[src/psc_pkg.sv]
package psc_pkg;

    // ==========================================================
    // Timing.
    localparam int CLK_HZ = 40_000_000;
    localparam int TICK_US = 1000;
    localparam int TICK_CYCLES = (CLK_HZ / 1_000_000) * TICK_US;
    localparam int TICK_W = 16;
    localparam int MS_W = 12;
    localparam int RST_HOLD_MS = 100;
    localparam int WDG_STEP_MS = 100;
    localparam int WDG_MIN_MS = 100;
    localparam int WDG_MAX_MS = 3000;
    localparam int DEBOUNCE_MS = 10;
    localparam logic [MS_W-1:0] RST_HOLD_TICKS = MS_W'(RST_HOLD_MS * 1000 / TICK_US);
    localparam logic [MS_W-1:0] DEBOUNCE_TICKS = MS_W'(DEBOUNCE_MS * 1000 / TICK_US);
    localparam logic [MS_W-1:0] WDG_STEP_TICKS = MS_W'(WDG_STEP_MS * 1000 / TICK_US);

    // ==========================================================
    // Watchdog period select, in steps of one hundred milliseconds.
    localparam int WDG_SEL_W = 5;
    localparam logic [WDG_SEL_W-1:0] WDG_SEL_MIN = WDG_SEL_W'(WDG_MIN_MS / WDG_STEP_MS);
    localparam logic [WDG_SEL_W-1:0] WDG_SEL_MAX = WDG_SEL_W'(WDG_MAX_MS / WDG_STEP_MS);

    // ==========================================================
    // Widths and reset values.
    localparam int EVC_NUM = 2;
    localparam int EVC_W = 16;
    localparam int SERIAL_W = 64;
    localparam int TRIP_W = 2;
    localparam logic [EVC_W-1:0] EVC_RESET = 16'h0000;
    localparam logic [SERIAL_W-1:0] SERIAL_RESET = 64'h0000_0000_0000_0000;
    localparam logic [TRIP_W-1:0] TRIP_RESET = 2'h0;

    typedef logic [EVC_NUM-1:0][EVC_W-1:0] psc_counts_type;

    typedef struct packed {
        logic watchdog;
        logic low_supply;
    } psc_flags_type;

    typedef enum logic [1:0] {
        PSC_SUPPLY_LOW,
        PSC_HOLD,
        PSC_RUN
    } psc_state_type;

endpackage

[src/psc_companion.sv]
`timescale 1ns/100ps
// Function
// (RULE1) Reset asserted while supply below programmed trip.
// (RULE2) Reset held 100 ms after supply recovers.
// (RULE3) Watchdog period programmable 100 ms to 3 s.
// (RULE4) Watchdog resets only when software enables it.
// (RULE5) Watchdog expiry asserts reset for 100 ms.
// (RULE6) Flag records low supply or watchdog cause.
// (RULE7) Manual reset on pin filtered and debounced.
// (RULE8) Power-fail sense compared, warning output given.
// (RULE9) Two independent 16-bit backed event counters.
// (RULE10) Counter increments on each qualifying input edge.
// (RULE11) Lockable 64-bit serial number ignores locked writes.
// (RULE12) Reset pin active-low open-drain, also manual input.
// (RULE13) Edge polarity selectable per counter input.
// (RULE14) Watchdog restart reloads full period within tick.
// (RULE15) Reset-source flag held until software clears.
module psc_companion #(
    parameter int TICK_CYCLES = psc_pkg::TICK_CYCLES
) (
    input wire logic sys_clk,
    input wire logic resetn,
    input wire logic supply_below_trip,
    input wire logic [psc_pkg::TRIP_W-1:0] trip_sel,
    output logic [psc_pkg::TRIP_W-1:0] trip_sel_out,
    input wire logic rst_pin_in,
    output logic rst_pin_out,
    output logic rst_pin_oe_n,
    input wire logic wdg_enable,
    input wire logic [psc_pkg::WDG_SEL_W-1:0] wdg_period_sel,
    input wire logic wdg_restart,
    input wire logic flags_clear,
    output psc_pkg::psc_flags_type reset_flags,
    input wire logic power_fail_sense_in,
    output logic power_fail_warn_out,
    input wire logic event_input_one,
    input wire logic event_input_two,
    input wire logic [psc_pkg::EVC_NUM-1:0] edge_rising_sel,
    input wire logic [psc_pkg::EVC_NUM-1:0] counter_clear,
    output psc_pkg::psc_counts_type event_counts,
    input wire logic [psc_pkg::SERIAL_W-1:0] serial_wr_data,
    input wire logic serial_wr_en,
    input wire logic serial_lock_set,
    output logic [psc_pkg::SERIAL_W-1:0] serial_number,
    output logic serial_locked
);
    import psc_pkg::*;

    localparam logic [TICK_W-1:0] TICK_LAST = TICK_W'(TICK_CYCLES - 1);

    logic [TICK_W-1:0] tick_cnt_r;
    logic tick_r;
    psc_state_type state_r;
    logic [MS_W-1:0] hold_cnt_r;
    logic [MS_W-1:0] wdg_cnt_r;
    logic wdg_expire;
    logic [MS_W-1:0] wdg_period;
    logic [WDG_SEL_W-1:0] wdg_sel_clamped;
    logic [MS_W-1:0] deb_cnt_r;
    logic man_armed_r;
    logic man_valid;
    logic driving;
    logic [EVC_NUM-1:0] evc_in;
    logic [EVC_NUM-1:0] evc_prev_r;

    // ==========================================================
    // Millisecond tick divider.
    always_ff @(posedge sys_clk or negedge resetn) begin
        if (!resetn) begin
            tick_cnt_r <= '0;
            tick_r <= 1'b0;
        end else if (tick_cnt_r == TICK_LAST) begin
            tick_cnt_r <= '0;
            tick_r <= 1'b1;
        end else begin
            tick_cnt_r <= tick_cnt_r + 1'b1;
            tick_r <= 1'b0;
        end
    end

    // ==========================================================
    // Reset sequencer.
    assign driving = (state_r != PSC_RUN);

    always_ff @(posedge sys_clk or negedge resetn) begin
        if (!resetn) begin
            state_r <= PSC_SUPPLY_LOW;
            hold_cnt_r <= '0;
        end else begin
            unique case (state_r)
                PSC_SUPPLY_LOW: begin
                    if (!supply_below_trip) begin
                        state_r <= PSC_HOLD;
                        hold_cnt_r <= RST_HOLD_TICKS; // RULE2
                    end
                end
                PSC_HOLD: begin
                    if (supply_below_trip) begin
                        state_r <= PSC_SUPPLY_LOW; // RULE1
                    end else if (tick_r) begin
                        if (hold_cnt_r == MS_W'(1)) begin
                            state_r <= PSC_RUN;
                        end
                        hold_cnt_r <= hold_cnt_r - 1'b1;
                    end
                end
                PSC_RUN: begin
                    if (supply_below_trip) begin
                        state_r <= PSC_SUPPLY_LOW; // RULE1
                    end else if (wdg_expire || man_valid) begin
                        state_r <= PSC_HOLD;
                        hold_cnt_r <= RST_HOLD_TICKS; // RULE5
                    end
                end
            endcase
        end
    end

    // Open-drain pin: data is always low, enable low while driving.
    always_ff @(posedge sys_clk or negedge resetn) begin
        if (!resetn) begin
            rst_pin_out <= 1'b0;
            rst_pin_oe_n <= 1'b0;
        end else begin
            rst_pin_out <= 1'b0;
            rst_pin_oe_n <= !driving; // RULE12
        end
    end

    always_ff @(posedge sys_clk or negedge resetn) begin
        if (!resetn) begin
            trip_sel_out <= TRIP_RESET;
        end else begin
            trip_sel_out <= trip_sel; // RULE1
        end
    end

    // ==========================================================
    // Watchdog.
    always_comb begin
        wdg_sel_clamped = wdg_period_sel;
        if (wdg_period_sel < WDG_SEL_MIN) begin
            wdg_sel_clamped = WDG_SEL_MIN; // RULE3
        end else if (wdg_period_sel > WDG_SEL_MAX) begin
            wdg_sel_clamped = WDG_SEL_MAX; // RULE3
        end
    end

    assign wdg_period = MS_W'(wdg_sel_clamped * WDG_STEP_TICKS);
    assign wdg_expire = wdg_enable && !wdg_restart && tick_r // RULE4 RULE14
                        && (wdg_cnt_r == MS_W'(1));

    always_ff @(posedge sys_clk or negedge resetn) begin
        if (!resetn) begin
            wdg_cnt_r <= WDG_STEP_TICKS;
        end else if (wdg_restart || !wdg_enable || driving) begin
            wdg_cnt_r <= wdg_period; // RULE14
        end else if (tick_r) begin
            if (wdg_cnt_r == MS_W'(1)) begin
                wdg_cnt_r <= wdg_period;
            end else begin
                wdg_cnt_r <= wdg_cnt_r - 1'b1; // RULE5
            end
        end
    end

    // ==========================================================
    // Reset-source flags; a new cause wins over a clear.
    always_ff @(posedge sys_clk or negedge resetn) begin
        if (!resetn) begin
            reset_flags <= '0;
        end else begin
            if (state_r != PSC_SUPPLY_LOW && supply_below_trip) begin
                reset_flags.low_supply <= 1'b1; // RULE6
            end else if (flags_clear) begin
                reset_flags.low_supply <= 1'b0; // RULE15
            end
            if (state_r == PSC_RUN && !supply_below_trip && wdg_expire) begin
                reset_flags.watchdog <= 1'b1; // RULE6
            end else if (flags_clear) begin
                reset_flags.watchdog <= 1'b0; // RULE15
            end
        end
    end

    // ==========================================================
    // Manual reset debounce; pin is ignored while this block drives it.
    assign man_valid = man_armed_r && tick_r && (deb_cnt_r == DEBOUNCE_TICKS - 1'b1);

    always_ff @(posedge sys_clk or negedge resetn) begin
        if (!resetn) begin
            deb_cnt_r <= '0;
            man_armed_r <= 1'b0;
        end else if (driving || rst_pin_in) begin
            deb_cnt_r <= '0; // RULE7
            man_armed_r <= !driving && rst_pin_in;
        end else if (tick_r && man_armed_r) begin
            if (man_valid) begin
                man_armed_r <= 1'b0; // RULE7
            end
            deb_cnt_r <= deb_cnt_r + 1'b1;
        end
    end

    // ==========================================================
    // Early power-fail warning.
    always_ff @(posedge sys_clk or negedge resetn) begin
        if (!resetn) begin
            power_fail_warn_out <= 1'b0;
        end else begin
            power_fail_warn_out <= power_fail_sense_in; // RULE8
        end
    end

    // ==========================================================
    // Event counters.
    assign evc_in = {event_input_two, event_input_one};

    always_ff @(posedge sys_clk or negedge resetn) begin
        if (!resetn) begin
            evc_prev_r <= '0;
        end else begin
            evc_prev_r <= evc_in;
        end
    end

    for (genvar i = 0; i < EVC_NUM; i++) begin : g_evc
        logic hit;
        assign hit = edge_rising_sel[i] ? (evc_in[i] && !evc_prev_r[i]) // RULE13
                                        : (!evc_in[i] && evc_prev_r[i]);
        always_ff @(posedge sys_clk or negedge resetn) begin
            if (!resetn) begin
                event_counts[i] <= EVC_RESET; // RULE9
            end else if (hit) begin
                event_counts[i] <= event_counts[i] + 1'b1; // RULE10
            end else if (counter_clear[i]) begin
                event_counts[i] <= EVC_RESET;
            end
        end
    end

    // ==========================================================
    // Serial number with lock.
    always_ff @(posedge sys_clk or negedge resetn) begin
        if (!resetn) begin
            serial_number <= SERIAL_RESET;
            serial_locked <= 1'b0;
        end else begin
            if (serial_wr_en && !serial_locked) begin
                serial_number <= serial_wr_data; // RULE11
            end
            if (serial_lock_set) begin
                serial_locked <= 1'b1; // RULE11
            end
        end
    end

endmodule

[config.mk]
export PLATFORM = sky130hd
export DESIGN_NAME = psc_companion
export DESIGN_NICKNAME = d
export VERILOG_FILES = /design/src/psc_pkg.sv /design/src/psc_companion.sv
export SDC_FILE = /design/constraint.sdc
export NUM_CORES = 1
export LEC_CHECK = 0
export BUFFER_PORTS_ARGS = -buffer_cell sky130_fd_sc_hd__buf_2
export CAP_MARGIN = 20
export CORE_MARGIN = 2
export CORE_UTILIZATION = 45
export DETAILED_ROUTE_END_ITERATION = 16
export GPL_ROUTABILITY_DRIVEN = 0
export PLACE_DENSITY = 0.69
export SYNTH_ARGS = -nofsm -noshare
export SYNTH_HDL_FRONTEND = slang
export SYNTH_SLANG_ARGS = --single-unit
[constraint.sdc]
create_clock -name sys_clk -period 2.4 [get_ports sys_clk]
set_clock_uncertainty 0.05 [all_clocks]
set_input_delay 0.24 -clock sys_clk [delete_from_list [all_inputs] [get_ports sys_clk]]
set_output_delay 0.24 -clock sys_clk [all_outputs]
set_load 0.01 [all_outputs]
# After elaboration in Yosys (flattened, before gate mapping)
# Cells that the tools add are included.
# word_totals
regBits,161
inputBits,87
out_inout_bits,104
elab_cells,114
# op_classes
addsub,6
mul,1
n_lt_le_gt_ge,2
n_eq_ne,15
n_mux,34
n_reduce_logical,39
# op_table
cell,count
12-bit 2-to-1 mux,10
16-bit 2-to-1 mux,5
"16-bit by 1-bit adder with 16-bit output, second input constant",3
12-bit one-hot mux with 3 select lines,1
"12-bit by 1-bit == test with 1-bit output, second input constant",2
"12-bit by 1-bit subtractor with 12-bit output, second input constant",2
"16-bit == test, second input constant",1
2-bit nonzero test,8
1-bit logical AND,14
"12-bit by 1-bit adder with 12-bit output, second input constant",1
"12-bit by 4-bit == test with 1-bit output, second input constant",1
2-bit 2-to-1 mux,6
"2-bit inequality test, second input constant",6
"5-bit by 5-bit multiplier with 10-bit output, second input constant",1
5-bit 2-to-1 mux,2
1-bit zero test,9
1-bit 2-to-1 mux,9
"3-bit inequality test, second input constant",3
2-bit one-hot mux with 3 select lines,1
"5-bit greater-than comparator, second input constant",1
"5-bit by 1-bit < comparator with 1-bit output, second input constant",1
5-bit AND reduction,1
1-bit logical OR,4
4-bit AND reduction,1
4 further kinds,4

# Longest topological paths before layout
# Gate-level depths: netlist of run 1.
# depth
ltp_word,8
depth_mapped,12
depth_no_buf,12

# Least setup slack after synthesis of run 1
# No wires, ideal clock.
# synth_timing
kind,input to register
from,input wdg_period_sel[4] in the netlist's numbering
to,register wdg_cnt_r[11]
setup_time_ps,136
t_arrival_ps,2273
required_time_ps,2214
path_slack_ps,-59
path_stages,11
n_path_buf,1
path_cell_list,clkbuf_1 ha_1 inv_1 ha_1 ha_1 ha_1 and3_1 a221oi_1 xnor2_1 mux2i_1 o21ai_1
# synth_between
elab_chain_cells,7
elab_cells_between_ends,8
classes_between,mul: 1; order compare: 2; mux: 5
# synth_rtl
item,line,rtl
start: declaration,psc_companion.sv:30,"input wire logic [psc_pkg::WDG_SEL_W-1:0] wdg_period_sel,"
5-bit greater-than comparator,psc_companion.sv:144,end else if (wdg_period_sel > WDG_SEL_MAX) begin
5-bit 2-to-1 mux,psc_companion.sv:144,
5-bit 2-to-1 mux *,psc_companion.sv:142,if (wdg_period_sel < WDG_SEL_MIN) begin
5-bit by 5-bit multiplier with 10-bit output *,psc_companion.sv:149,assign wdg_period = MS_W'(wdg_sel_clamped * WDG_STEP_TICKS);
12-bit 2-to-1 mux,psc_companion.sv:159,if (wdg_cnt_r == MS_W'(1)) begin
12-bit 2-to-1 mux,psc_companion.sv:158,end else if (tick_r) begin
12-bit 2-to-1 mux *,psc_companion.sv:156,end else if (wdg_restart || !wdg_enable || driving) begin
end signal: assignment,psc_companion.sv:157,wdg_cnt_r <= wdg_period;
end signal: assignment,psc_companion.sv:160,wdg_cnt_r <= wdg_period;
end signal: assignment,psc_companion.sv:162,wdg_cnt_r <= wdg_cnt_r - 1'b1;
end: declaration,psc_companion.sv:55,logic [MS_W-1:0] wdg_cnt_r;
# Every way passes the cells marked *; elsewhere a longest branch is shown, timed or not. The select of a mux whose other input is x is not followed.
# A chain may end at the register's enable or synchronous reset.

# Final worst setup path of run 1
# layout_timing
from,register wdg_cnt_r[0]
to,register wdg_cnt_r[10]
# layout_between
elab_chain_cells,4
elab_cells_between_ends,5
classes_between,add/sub: 1; eq/ne: 1; mux: 3
# layout_rtl
item,line
12-bit by 1-bit subtractor with 12-bit output / 12-bit by 1-bit == test with 1-bit output (equally long branches),"psc_companion.sv:162, psc_companion.sv:159"
12-bit 2-to-1 mux *,psc_companion.sv:159
12-bit 2-to-1 mux *,psc_companion.sv:158
12-bit 2-to-1 mux *,psc_companion.sv:156
# Marked as above.

==> results of run 1 <==
==> worst register-to-register path, delay by kind of cell (launching register included) <==
family | cells | cell delay, ps
flops | 1 | 410
simple gates | 4 | 900
buf+inv | 1 | 90
mux | 1 | 360
fa+ha+maj | 1 | 210
==> cell type report <==
cell class	instances	share of cell area
Timing Repair Buffer	279	0.176
Clock buffer	18	0.0420
Inverter	21	0.00755
Multi-Input combinational cell	503	0.342
Sequential cell	161	0.386
Tap cell	225	0.0269
Clock inverter	14	0.0193
==> how the worst min path moves through the flow <==
stage,start,end,cells after the start
final,serial_wr_data[44],serial_number[44]$_DFFE_PN0P_,2
after floorplan,resetn,deb_cnt_r[0]$_DFFE_PN0P_,0
after detailed placement,resetn,serial_number[55]$_DFFE_PN0P_,1
after global routing,serial_wr_data[4],serial_number[4]$_DFFE_PN0P_,2
after CTS,serial_wr_data[44],serial_number[44]$_DFFE_PN0P_,2
after global placement,resetn,serial_number[55]$_DFFE_PN0P_,1
==> placed cells by master (no fill, tap or decap), drive strengths merged, types with 7 or more instances in the layout <==
master	netlist	routed
a21oi	23	23
and2	7	7
and3	10	10
buf	4	216
clkbuf	21	18
dfrtp	158	158
dlygate4sd3	0	63
ha	28	28
inv	20	25
mux2	67	67
mux2i	10	10
nand2	67	67
nand3	27	27
nand4	14	14
nor2	41	41
nor3	13	13
nor4	11	11
o21ai	52	52
o31ai	9	9
or3	10	10
xnor2	15	15
xor2	13	13
==> through the flow <==
step                instances  power (uW)
floorplan                 710        4120
global placement         1126        4740
detailed placement       1126        4760
CTS                      1220        7810
global route             1221        8170
finish                   1221        7750
==> state kept, by name, indices dropped and copies added, names as in the netlist, 2 cells and up <==
| register | count |
|---|---|
| state_r | 2 |
| evc_prev_r | 2 |
| trip_sel_out | 2 |
| serial_number | 64 |
| tick_cnt_r | 16 |
| hold_cnt_r | 12 |
| deb_cnt_r | 12 |
| event_counts | 32 |
| wdg_cnt_r | 12 |
| reset_flags | 2 |
==> repair_timing <==
| item | in CTS | in global routing |
|---|---|---|
| endpoints found under the hold margin | 102 | 1 |
| gates resized for setup | 0 | 0 |
| setup buffers | 0 | 0 |
| hold buffers | 62 | 1 |
==> report_power, final <==
group / total (uW) / switching (uW) / internal (uW)
Sequential: 3250 / 249 / 3000
Combinational: 1570 / 831 / 739
Clock: 2930 / 1150 / 1790
==> cells in the mapped netlist (all sizes together) (7+ instances only) <==
cell type | count | area [sq um]
mux2 | 67 | 754
nand3 | 27 | 135
o31ai | 9 | 67.6
and3 | 10 | 62.6
dfrtp | 158 | 3950
a21oi | 23 | 119
ha | 28 | 350
nor4 | 11 | 96.3
nand4 | 14 | 93.8
inv | 20 | 75.1
nand2 | 67 | 251
nor3 | 13 | 70.1
xor2 | 13 | 114
or3 | 10 | 67.6
clkbuf | 21 | 78.8
and2 | 7 | 43.8
xnor2 | 15 | 131
mux2i | 10 | 100
nor2 | 41 | 154
o21ai | 52 | 260
==> routing by layer <==
| layer | vias to the layer above | GRT usage | routed length, um |
|---|---|---|---|
| li1 | 3113 | - | - |
| met1 | 3165 | 0.283 | 8360 |
| met2 | 132 | 0.350 | 9300 |
| met3 | 32 | 0.0453 | 648 |
| met4 | 2 | 0.0764 | 385 |
| met5 | - | 0 | 13 |
==> kinds of logic (layout without fill, tap and decap cells) <==
family | after synthesis | after routing | share of synthesized area
flops | 161 | 161 | 0.519
xor+xnor | 28 | 28 | 0.0315
buf+inv | 46 | 332 | 0.0232
compound gates | 124 | 124 | 0.0993
mux | 77 | 77 | 0.110
simple gates | 244 | 244 | 0.169
fa+ha+maj | 29 | 29 | 0.0476
other cells | 1 | 1 | 0.000482
==> impl_results.md, run 1 <==
* Largest net degree at the start of global routing at 46
* Vias in the first global route at 6,331
* FF+latch area at 0.00403 sq mm
* Worst R2R End: wdg_cnt_r[10]$_DFFE_PN0P_
* Worst r2r path cells at 7
* Area of the multi-input gates at 0.00358 sq mm
* Worst path bufs/invs at 1
* Max-slew violation count at 0
* H-tree levels at 4
* Clk_lat worst skew at 420 ps
* Pwr dens at 742 mW/mm^2
* DR iter-0 viols at 367
* Final worst setup slack at 267 ps
* RSZ-0062 raised after global routing: false
* Die width at 135 um
* Final wirelength at 18.7 mm
* Worst path max stage delay at 530 ps
* Most used cell, CP: nand3_1
* Critical Path AT at 2370 ps
* Synth cell types at 65
* Synth Warn # at 0
* DR vias at 6,444
* Setup_tns at 0 ps
* Antenna-violating nets left at 0
* Type of the worst min-delay path: in2reg
* EDFF count, synth at 0
* Pre-CTS WS at -112 ps
* Critical path, cell by cell: inv_1, ha_1, or3b_2, nor4_1, mux2_2, nand3_1, nand3_1
* Crit Path Max Fanout at 5
* First-pass GRT wire length at 31.3 mm
* Routed vias/inst at 5.28
* CTS clock-pin slew for the worst setup and hold paths at 60 ps
* Slowest CP cell: or3b_2
* Clk sinks at 161
* Hold Fails Final Rpt at 0
* Clock Tree Root: clkbuf_16
* Gate Count Post-Synth at 710
* Number of max-cap violations at 0
* Reg2reg setup slack at 270 ps
* Die area at 0.0183 sq mm
* Rows at 48
* Worst path depth at 7
* Core Footprint at 0.0171 sq mm
* Syn Area/Cell at 11.0 sq um
* Critical path class: reg2reg
* CP required at 2640 ps
* DR WL/cell at 15.3 um
* Maximum vdd drop at 0.577 mV
* R2r startpoint: wdg_cnt_r[0]$_DFFE_PN0P_
* End of the critical path: wdg_cnt_r[10]$_DFFE_PN0P_
* DIE HEIGHT at 135 um
* Mapped Nets at 826
* Synthesized area at 0.00778 sq mm
* Worst Hold Margin at 16.4 ps
* Layout cells sized above 1 at 0.336
* Tmin final at 2130 ps
* Post-DP Area at 0.00918 sq mm
* Status: finished, final reports clean
* CTS buffer count at 17
* Max Buffers Root-to-Sink at 2
* CP startpoint: wdg_cnt_r[0]$_DFFE_PN0P_
* GRT Total Usage at 0.214
* Register area share after synthesis at 0.519
* Dpl hpwl at 12.9 mm
* Period utilization at 0.889
* Ant diodes at 0
* # nets final at 1,099
* Critical path's top delay family: simple AND/OR/NAND/NOR gates
* IO Port Bufs at 189
* Synth Register Bits at 161
* DRC errors left at 0
* Ys flop type: dfrtp_1
* Max-slew headroom at 0.545
* Ys async rst share at 1.00
* Max Fclk at 469 MHz
* DRT Pass-1 Iters at 7
* Antenna violations before repair at 1
* Starting Density at 0.454
* Final Util at 0.610
* P_leak at 0.00495 uW
* CTS tree: yes
* Worst setup SP type: register
* Fillers at 1,407
* Fin area at 0.0104 sq mm
* Overflow after GRT at 0
* Setup-failing EPs final at 0
* Worst setup EP type: register
* Worst Max-Slew Pin Slew at 680 ps
* Syn-to-layout area delta at 34.3%
* Num ports at 191
Note: power is estimated with default switching activity, not from simulation.
==> inputs of run 2 (changes only) <==
==> constraint.sdc (replaced) <==
create_clock -name sys_clk -period 2 [get_ports sys_clk]
set_clock_uncertainty 0.05 [all_clocks]
set_input_delay 0.2 -clock sys_clk [delete_from_list [all_inputs] [get_ports sys_clk]]
set_output_delay 0.2 -clock sys_clk [all_outputs]
set_load 0.01 [all_outputs]
==> impl_results.md, run 2 (synthesized netlist as in run 1, its figures left out) <==
* Vias in the first global route at 6,696
* Critical path class: reg2reg
* Clock Tree Root: clkbuf_16
* Status: finished, final reports clean
* H-tree levels at 4
* Die width at 135 um
* Max-slew violation count at 0
* Overflow after GRT at 0
* Pwr dens at 836 mW/mm^2
* Die area at 0.0183 sq mm
* Starting Density at 0.454
* Clk pwr share at 0.338
* Num ports at 191
* Worst setup SP type: register
* Ant diodes at 0
* Setup_tns at 0 ps
* CTS tree: yes
* Layout cells sized above 1 at 0.409
* CTS buffer count at 17
* DR vias at 6,760
* GRT Total Usage at 0.225
* Internal power at 6520 uW
* Syn-to-layout area delta at 45.5%
* Commonest cells after routing, fill and taps aside: buf_2 (188), dfrtp_1 (157), dlygate4sd3_1 (75)
* Worst setup EP type: register
* Setup-failing EPs final at 0
* Worst Max-Slew Pin Slew at 514 ps
* Sequential power share at 0.411
* # nets final at 1,156
* Top register by number of flip-flops: serial_number
* Commonest non-fill, non-tap cell in the layout: buf_2
* CTS clock-pin slew for the worst setup and hold paths at 70 ps
* First-pass GRT wire length at 32.7 mm
* DRC errors left at 0
* Tmin final at 1990 ps
* Period utilization at 0.993
* Number of max-cap violations at 0
* Dpl hpwl at 13.4 mm
* Antenna-violating nets left at 0
* DR iter-0 viols at 478
* Largest net degree at the start of global routing at 49
* Final wirelength at 20.3 mm
* DIE HEIGHT at 135 um
* Core Footprint at 0.0171 sq mm
* P_leak at 0.00528 uW
* Crit Path Max Fanout at 3
* Max-slew headroom at 0.654
* IO Port Bufs at 189
* Max Buffers Root-to-Sink at 2
* Layout Cells excl Fill at 1,278
* DR WL/cell at 15.9 um
* Max Fclk at 504 MHz
* Routed vias/inst at 5.29
* Critical Path AT at 2240 ps
* Maximum vdd drop at 0.657 mV
* RSZ-0062 raised after global routing: true
* Clk sinks at 161
* Sw Pwr at 2930 uW
* Rows at 48
* CP required at 2260 ps
* Max FFs per register at 64
* Hold Fails Final Rpt at 0
* DRT Pass-1 Iters at 8
* Antenna violations before repair at 0
* Type of the worst min-delay path: in2reg
* DP Cell Count at 1,165
* Sw Ratio at 0.310
* Top Registers: serial_number (64), event_counts (32), tick_cnt_r (16)
* Clk_lat worst skew at 430 ps
* Logic pwr share at 0.251
==> run 2: changes by cell type in the layout (fill, tap and decap cells not counted), moves of 4 or more <==
cell,change
buf_4,+39
ha_1,-14
dlygate4sd3_1,+12
ha_4,+11
o21ai_0,-7
o21ai_1,+7
a2111oi_0,-4
nor4_1,-4
==> run 2: critical path: stages (launching register included) <==
cell and delay [ps]:
dfrtp_1 400, or4_1 590, buf_4 180, o21ai_0 230, o21ai_0 140, mux2_4 270
==> run 2: per-layer routing <==
layer | vias up | track usage | share of wire
met5 | - | 0 | 0
li1 | 3230 | - | -
met1 | 3321 | 0.277 | 0.42
met4 | 0 | 0.0787 | 0.025
met2 | 163 | 0.395 | 0.52
met3 | 46 | 0.0438 | 0.031
==> run 2: power groups by stage <==
| stage | clock network, uW | registers [uW] | logic, uW |
|---|---|---|---|
| floorplan | 0 | 3980 | 988 |
| global placement | 0 | 3900 | 1960 |
| detailed placement | 0 | 3910 | 2000 |
| CTS | 3270 | 3860 | 2130 |
| global route | 3430 | 3930 | 2590 |
| finish | 3200 | 3890 | 2370 |
==> run 2: cell type report <==
cell class,instances,area (sq um)
clock buffer,17,425
clock inverter,15,146
fill,1299,5800
inverter,21,78.8
multi-input combinational,503,4000
sequential,161,4030
tap,225,282
timing repair buffer,336,2350
==> run 2: path summary, 6_finish.rpt <==
check                                                   from  slack (ps)  cells after the start                            end
worst max register to register     hold_cnt_r[8]$_DFFE_PN0P_          10                      5     hold_cnt_r[10]$_DFFE_PN0P_
max in group asynchronous                             resetn        1020                      3  serial_number[51]$_DFFE_PN0P_
worst max-delay path               hold_cnt_r[8]$_DFFE_PN0P_          10                      5     hold_cnt_r[10]$_DFFE_PN0P_
worst min register to register  event_counts[15]$_DFFE_PN0P_         430                      1   event_counts[15]$_DFFE_PN0P_
worst min-delay path                              wdg_enable          60                      3     reset_flags[1]$_DFFE_PN0P_
min in group asynchronous                             resetn         230                      2      hold_cnt_r[0]$_DFFE_PN0P_
==> run 2: repair_timing <==
action	4_1_cts	5_1_grt
gates resized for setup	1	73
endpoints found under the setup margin	3	21
pin swaps	0	25
hold buffers	75	0
cloned	0	2
buffers inserted	1	4
hold endpoints to repair	120	0
==> run 2: stage by stage <==
stage               area, sq um  hold WS (ps)   util  power (uW)  worst slack [ps]
floorplan                  7850          -146      -        4970              -155
global placement           9540           137  0.558        5860              -328
detailed placement         9540           136  0.558        5910              -394
CTS                       10900          31.0  0.636        9250             -1.73
global route              11300          57.7  0.661        9950              -112
finish                    11300          55.7  0.661        9450              14.6
==> inputs of run 3 (changes only) <==
--- a/config.mk
+++ b/config.mk
@@ -5,9 +5,10 @@
 export SDC_FILE = /design/constraint.sdc
 export NUM_CORES = 1
 export LEC_CHECK = 0
+export ABC_AREA = 1
+export ABC_CLOCK_PERIOD_IN_PS = 2000
 export BUFFER_PORTS_ARGS = -buffer_cell sky130_fd_sc_hd__buf_2
 export CAP_MARGIN = 20
-export CORE_MARGIN = 2
 export CORE_UTILIZATION = 45
 export DETAILED_ROUTE_END_ITERATION = 16
 export GPL_ROUTABILITY_DRIVEN = 0
==> impl_results.md, run 3 <==
* Clock Tree Root: clkbuf_16
* Starting Density at 0.458
* First-pass GRT wire length at 31.3 mm
* Max Fclk at 521 MHz
* Synth cell types at 45
* Synth Warn # at 0
* GRT Total Usage at 0.212
* Antenna-violating nets left at 0
* Crit Path Max Fanout at 4
* Setup-failing EPs final at 0
* Die area at 0.0188 sq mm
* Worst r2r path cells at 9
* Worst Hold Margin at 48.3 ps
* Type of the worst min-delay path: in2reg
* Max FFs per register at 64
* Clk_lat worst skew at 430 ps
* Critical path, cell by cell: buf_4, nor3_2, or2_4, nand2_4, inv_4, ha_4, ha_4, ha_4, fa_2, nand2_2, o21bai_1, xor2_1, a21oi_1, a21oi_1
* DRT Pass-1 Iters at 8
* Synth top area cells: dfrtp_1 (48%), mux2_2 (8.8%), nand2_1 (8.3%), inv_1 (5.0%), nor2_1 (4.3%)
* DRC errors left at 0
* Critical Path AT at 2170 ps
* Register area share after synthesis at 0.490
* Most frequent cell after synthesis: nand2_1
* Largest net degree at the start of global routing at 65
* Ys async rst share at 1.00
* Most used cell, CP: ha_4
* Most frequent cells after synthesis: nand2_1 (181), dfrtp_1 (158), inv_1 (109), nor2_1 (95), mux2_2 (64)
* Hold Fails Final Rpt at 0
* CP startpoint: wdg_period_sel[4]
* Worst setup EP type: register
* Worst path max stage delay at 380 ps
* Synth Register Bits at 161
* Syn Area/Cell at 9.04 sq um
* CP required at 2260 ps
* Worst R2R End: wdg_cnt_r[3]$_DFFE_PN0P_
* DIE HEIGHT at 137 um
* H-tree levels at 4
* Syn-to-layout area delta at 34.2%
* Top register by number of flip-flops: serial_number
* Pwr Total at 9310 uW
* Reg2reg setup slack at 200 ps
* IO Port Bufs at 189
* DR vias at 7,078
* DR WL/cell at 13.6 um
* Dpl hpwl at 13.5 mm
* Die width at 137 um
* Gate Count Post-Synth at 910
* EDFF count, synth at 0
* DR iter-0 viols at 432
* Mapped Nets at 1,026
* Slowest CP cell: fa_2
* CTS buffer count at 17
* Period utilization at 0.959
* CTS clock-pin slew for the worst setup and hold paths at 70 ps
* Vias in the first global route at 6,734
* Top Registers: serial_number (64), event_counts (32), tick_cnt_r (16)
* End of the critical path: wdg_cnt_r[10]$_DFFE_PN0P_
* Num ports at 191
* Maximum vdd drop at 0.593 mV
* P_leak at 0.00566 uW
* Pre-CTS WS at -464 ps
* Critical path class: in2reg
* Max-slew violation count at 0
* Area share of the largest cell type after synthesis at 0.481
* Core Footprint at 0.0180 sq mm
* Ys flop type: dfrtp_1
* Clk sinks at 161
* Status: finished, final reports clean
* Rows at 49
* Layout cells sized above 1 at 0.292
* R2r startpoint: state_r[0]$_DFFE_PN0P_
* Final wirelength at 19.5 mm
* CTS tree: yes
* Ant diodes at 0
* Largest area contributor in the netlist: dfrtp_1
* Number of max-cap violations at 0
* Antenna violations before repair at 0
* Final worst setup slack at 81.7 ps
* # nets final at 1,314
* RSZ-0062 raised after global routing: false
* Max Buffers Root-to-Sink at 2
* Tmin final at 1920 ps
* Pwr dens at 844 mW/mm^2
* Commonest non-fill, non-tap cell in the layout: buf_2
* Commonest cells after routing, fill and taps aside: buf_2 (185), nand2_1 (178), dfrtp_1 (158)
* Synthesized area at 0.00822 sq mm
* Worst setup SP type: input pin
* Routed vias/inst at 4.92
* Overflow after GRT at 0
-- run 3: changes by cell type in the layout (fill, tap and decap cells not counted), sizes merged, moves of 8 or more --
cell	change
nand2	+121
inv	+88
nor2	+59
buf	-46
nand3	+38
nor3	+11
xnor2	-11
or3	-10
and3	-9
mux2i	-9
o22ai	+9
xor2	+8
-- run 3: worst min path at each step --
stage	endpoint	startpoint	depth (start not counted)	slack, ps
final	reset_flags[1]$_DFFE_PN0P_	supply_below_trip	2	50
after global routing	reset_flags[1]$_DFFE_PN0P_	supply_below_trip	2	40
after CTS	reset_flags[1]$_DFFE_PN0P_	supply_below_trip	2	20
after detailed placement	wdg_cnt_r[10]$_DFFE_PN0P_	resetn	1	130
after global placement	wdg_cnt_r[10]$_DFFE_PN0P_	resetn	1	120
after floorplan	deb_cnt_r[0]$_DFFE_PN0P_	resetn	0	-150
-- run 3: cell families after synthesis --
family          Yosys count  share of synthesized area
compound gates           90                     0.0616
xor+xnor                 25                     0.0266
other cells               1                   0.000456
flops                   161                      0.490
fa+ha+maj                29                     0.0450
mux                      65                     0.0889
buf+inv                 132                     0.0653
simple gates            407                      0.222
-- run 3: where the power goes --
| part | internal, uW | switching, uW | total (uW) |
|---|---|---|---|
| Combinational | 919 | 1170 | 2090 |
| Sequential | 3610 | 278 | 3890 |
| Clock | 1960 | 1360 | 3330 |
-- run 3: final cells by class --
cell class | count | area [sq um]
fillers | 1506 | 6930
repair buffers | 287 | 1920
well taps | 229 | 287
multi-input cells | 617 | 3750
flip-flops and latches | 161 | 4030
inverters | 114 | 430
clock buffers | 20 | 467
clock inverters | 12 | 145
-- run 3: critical path, delay by kind of cell --
family,cells,cell delay (ps)
AND/OR/NAND/NOR,4,430
buffers and inverters,2,140
AO/OA/AOI/OAI,3,270
XOR/XNOR,1,140
adder cells (fa/ha/maj),4,990
-- run 3: through the flow --
stage	utilization	TNS (ps)	cells	area (sq um)
2_1_floorplan	-	-248	910	8310
3_3_place_gp	0.538	-1420	1333	9660
3_5_place_dp	0.538	-1640	1333	9660
4_1_cts	0.613	0	1439	11000
5_1_grt	0.614	0	1440	11000
6_report	0.614	0	1440	11000
-- run 3: timing repair --
action,in CTS,in global routing
endpoints found under the hold margin,116,0
resized for setup,1,5
cloned,0,0
setup buffers,0,1
pin swaps,1,11
hold buffers,74,0
endpoints found under the setup margin,1,2
-- run 3: routing by layer --
metal / up-vias / global-route usage / part of all wire / routed length (um)
met5: - / 0 / 0 / 0
met4: 0 / 0.0726 / 0.023 / 444
met3: 41 / 0.0559 / 0.039 / 765
met2: 164 / 0.352 / 0.51 / 9890
met1: 3325 / 0.267 / 0.43 / 8450
li1: 3548 / - / - / -
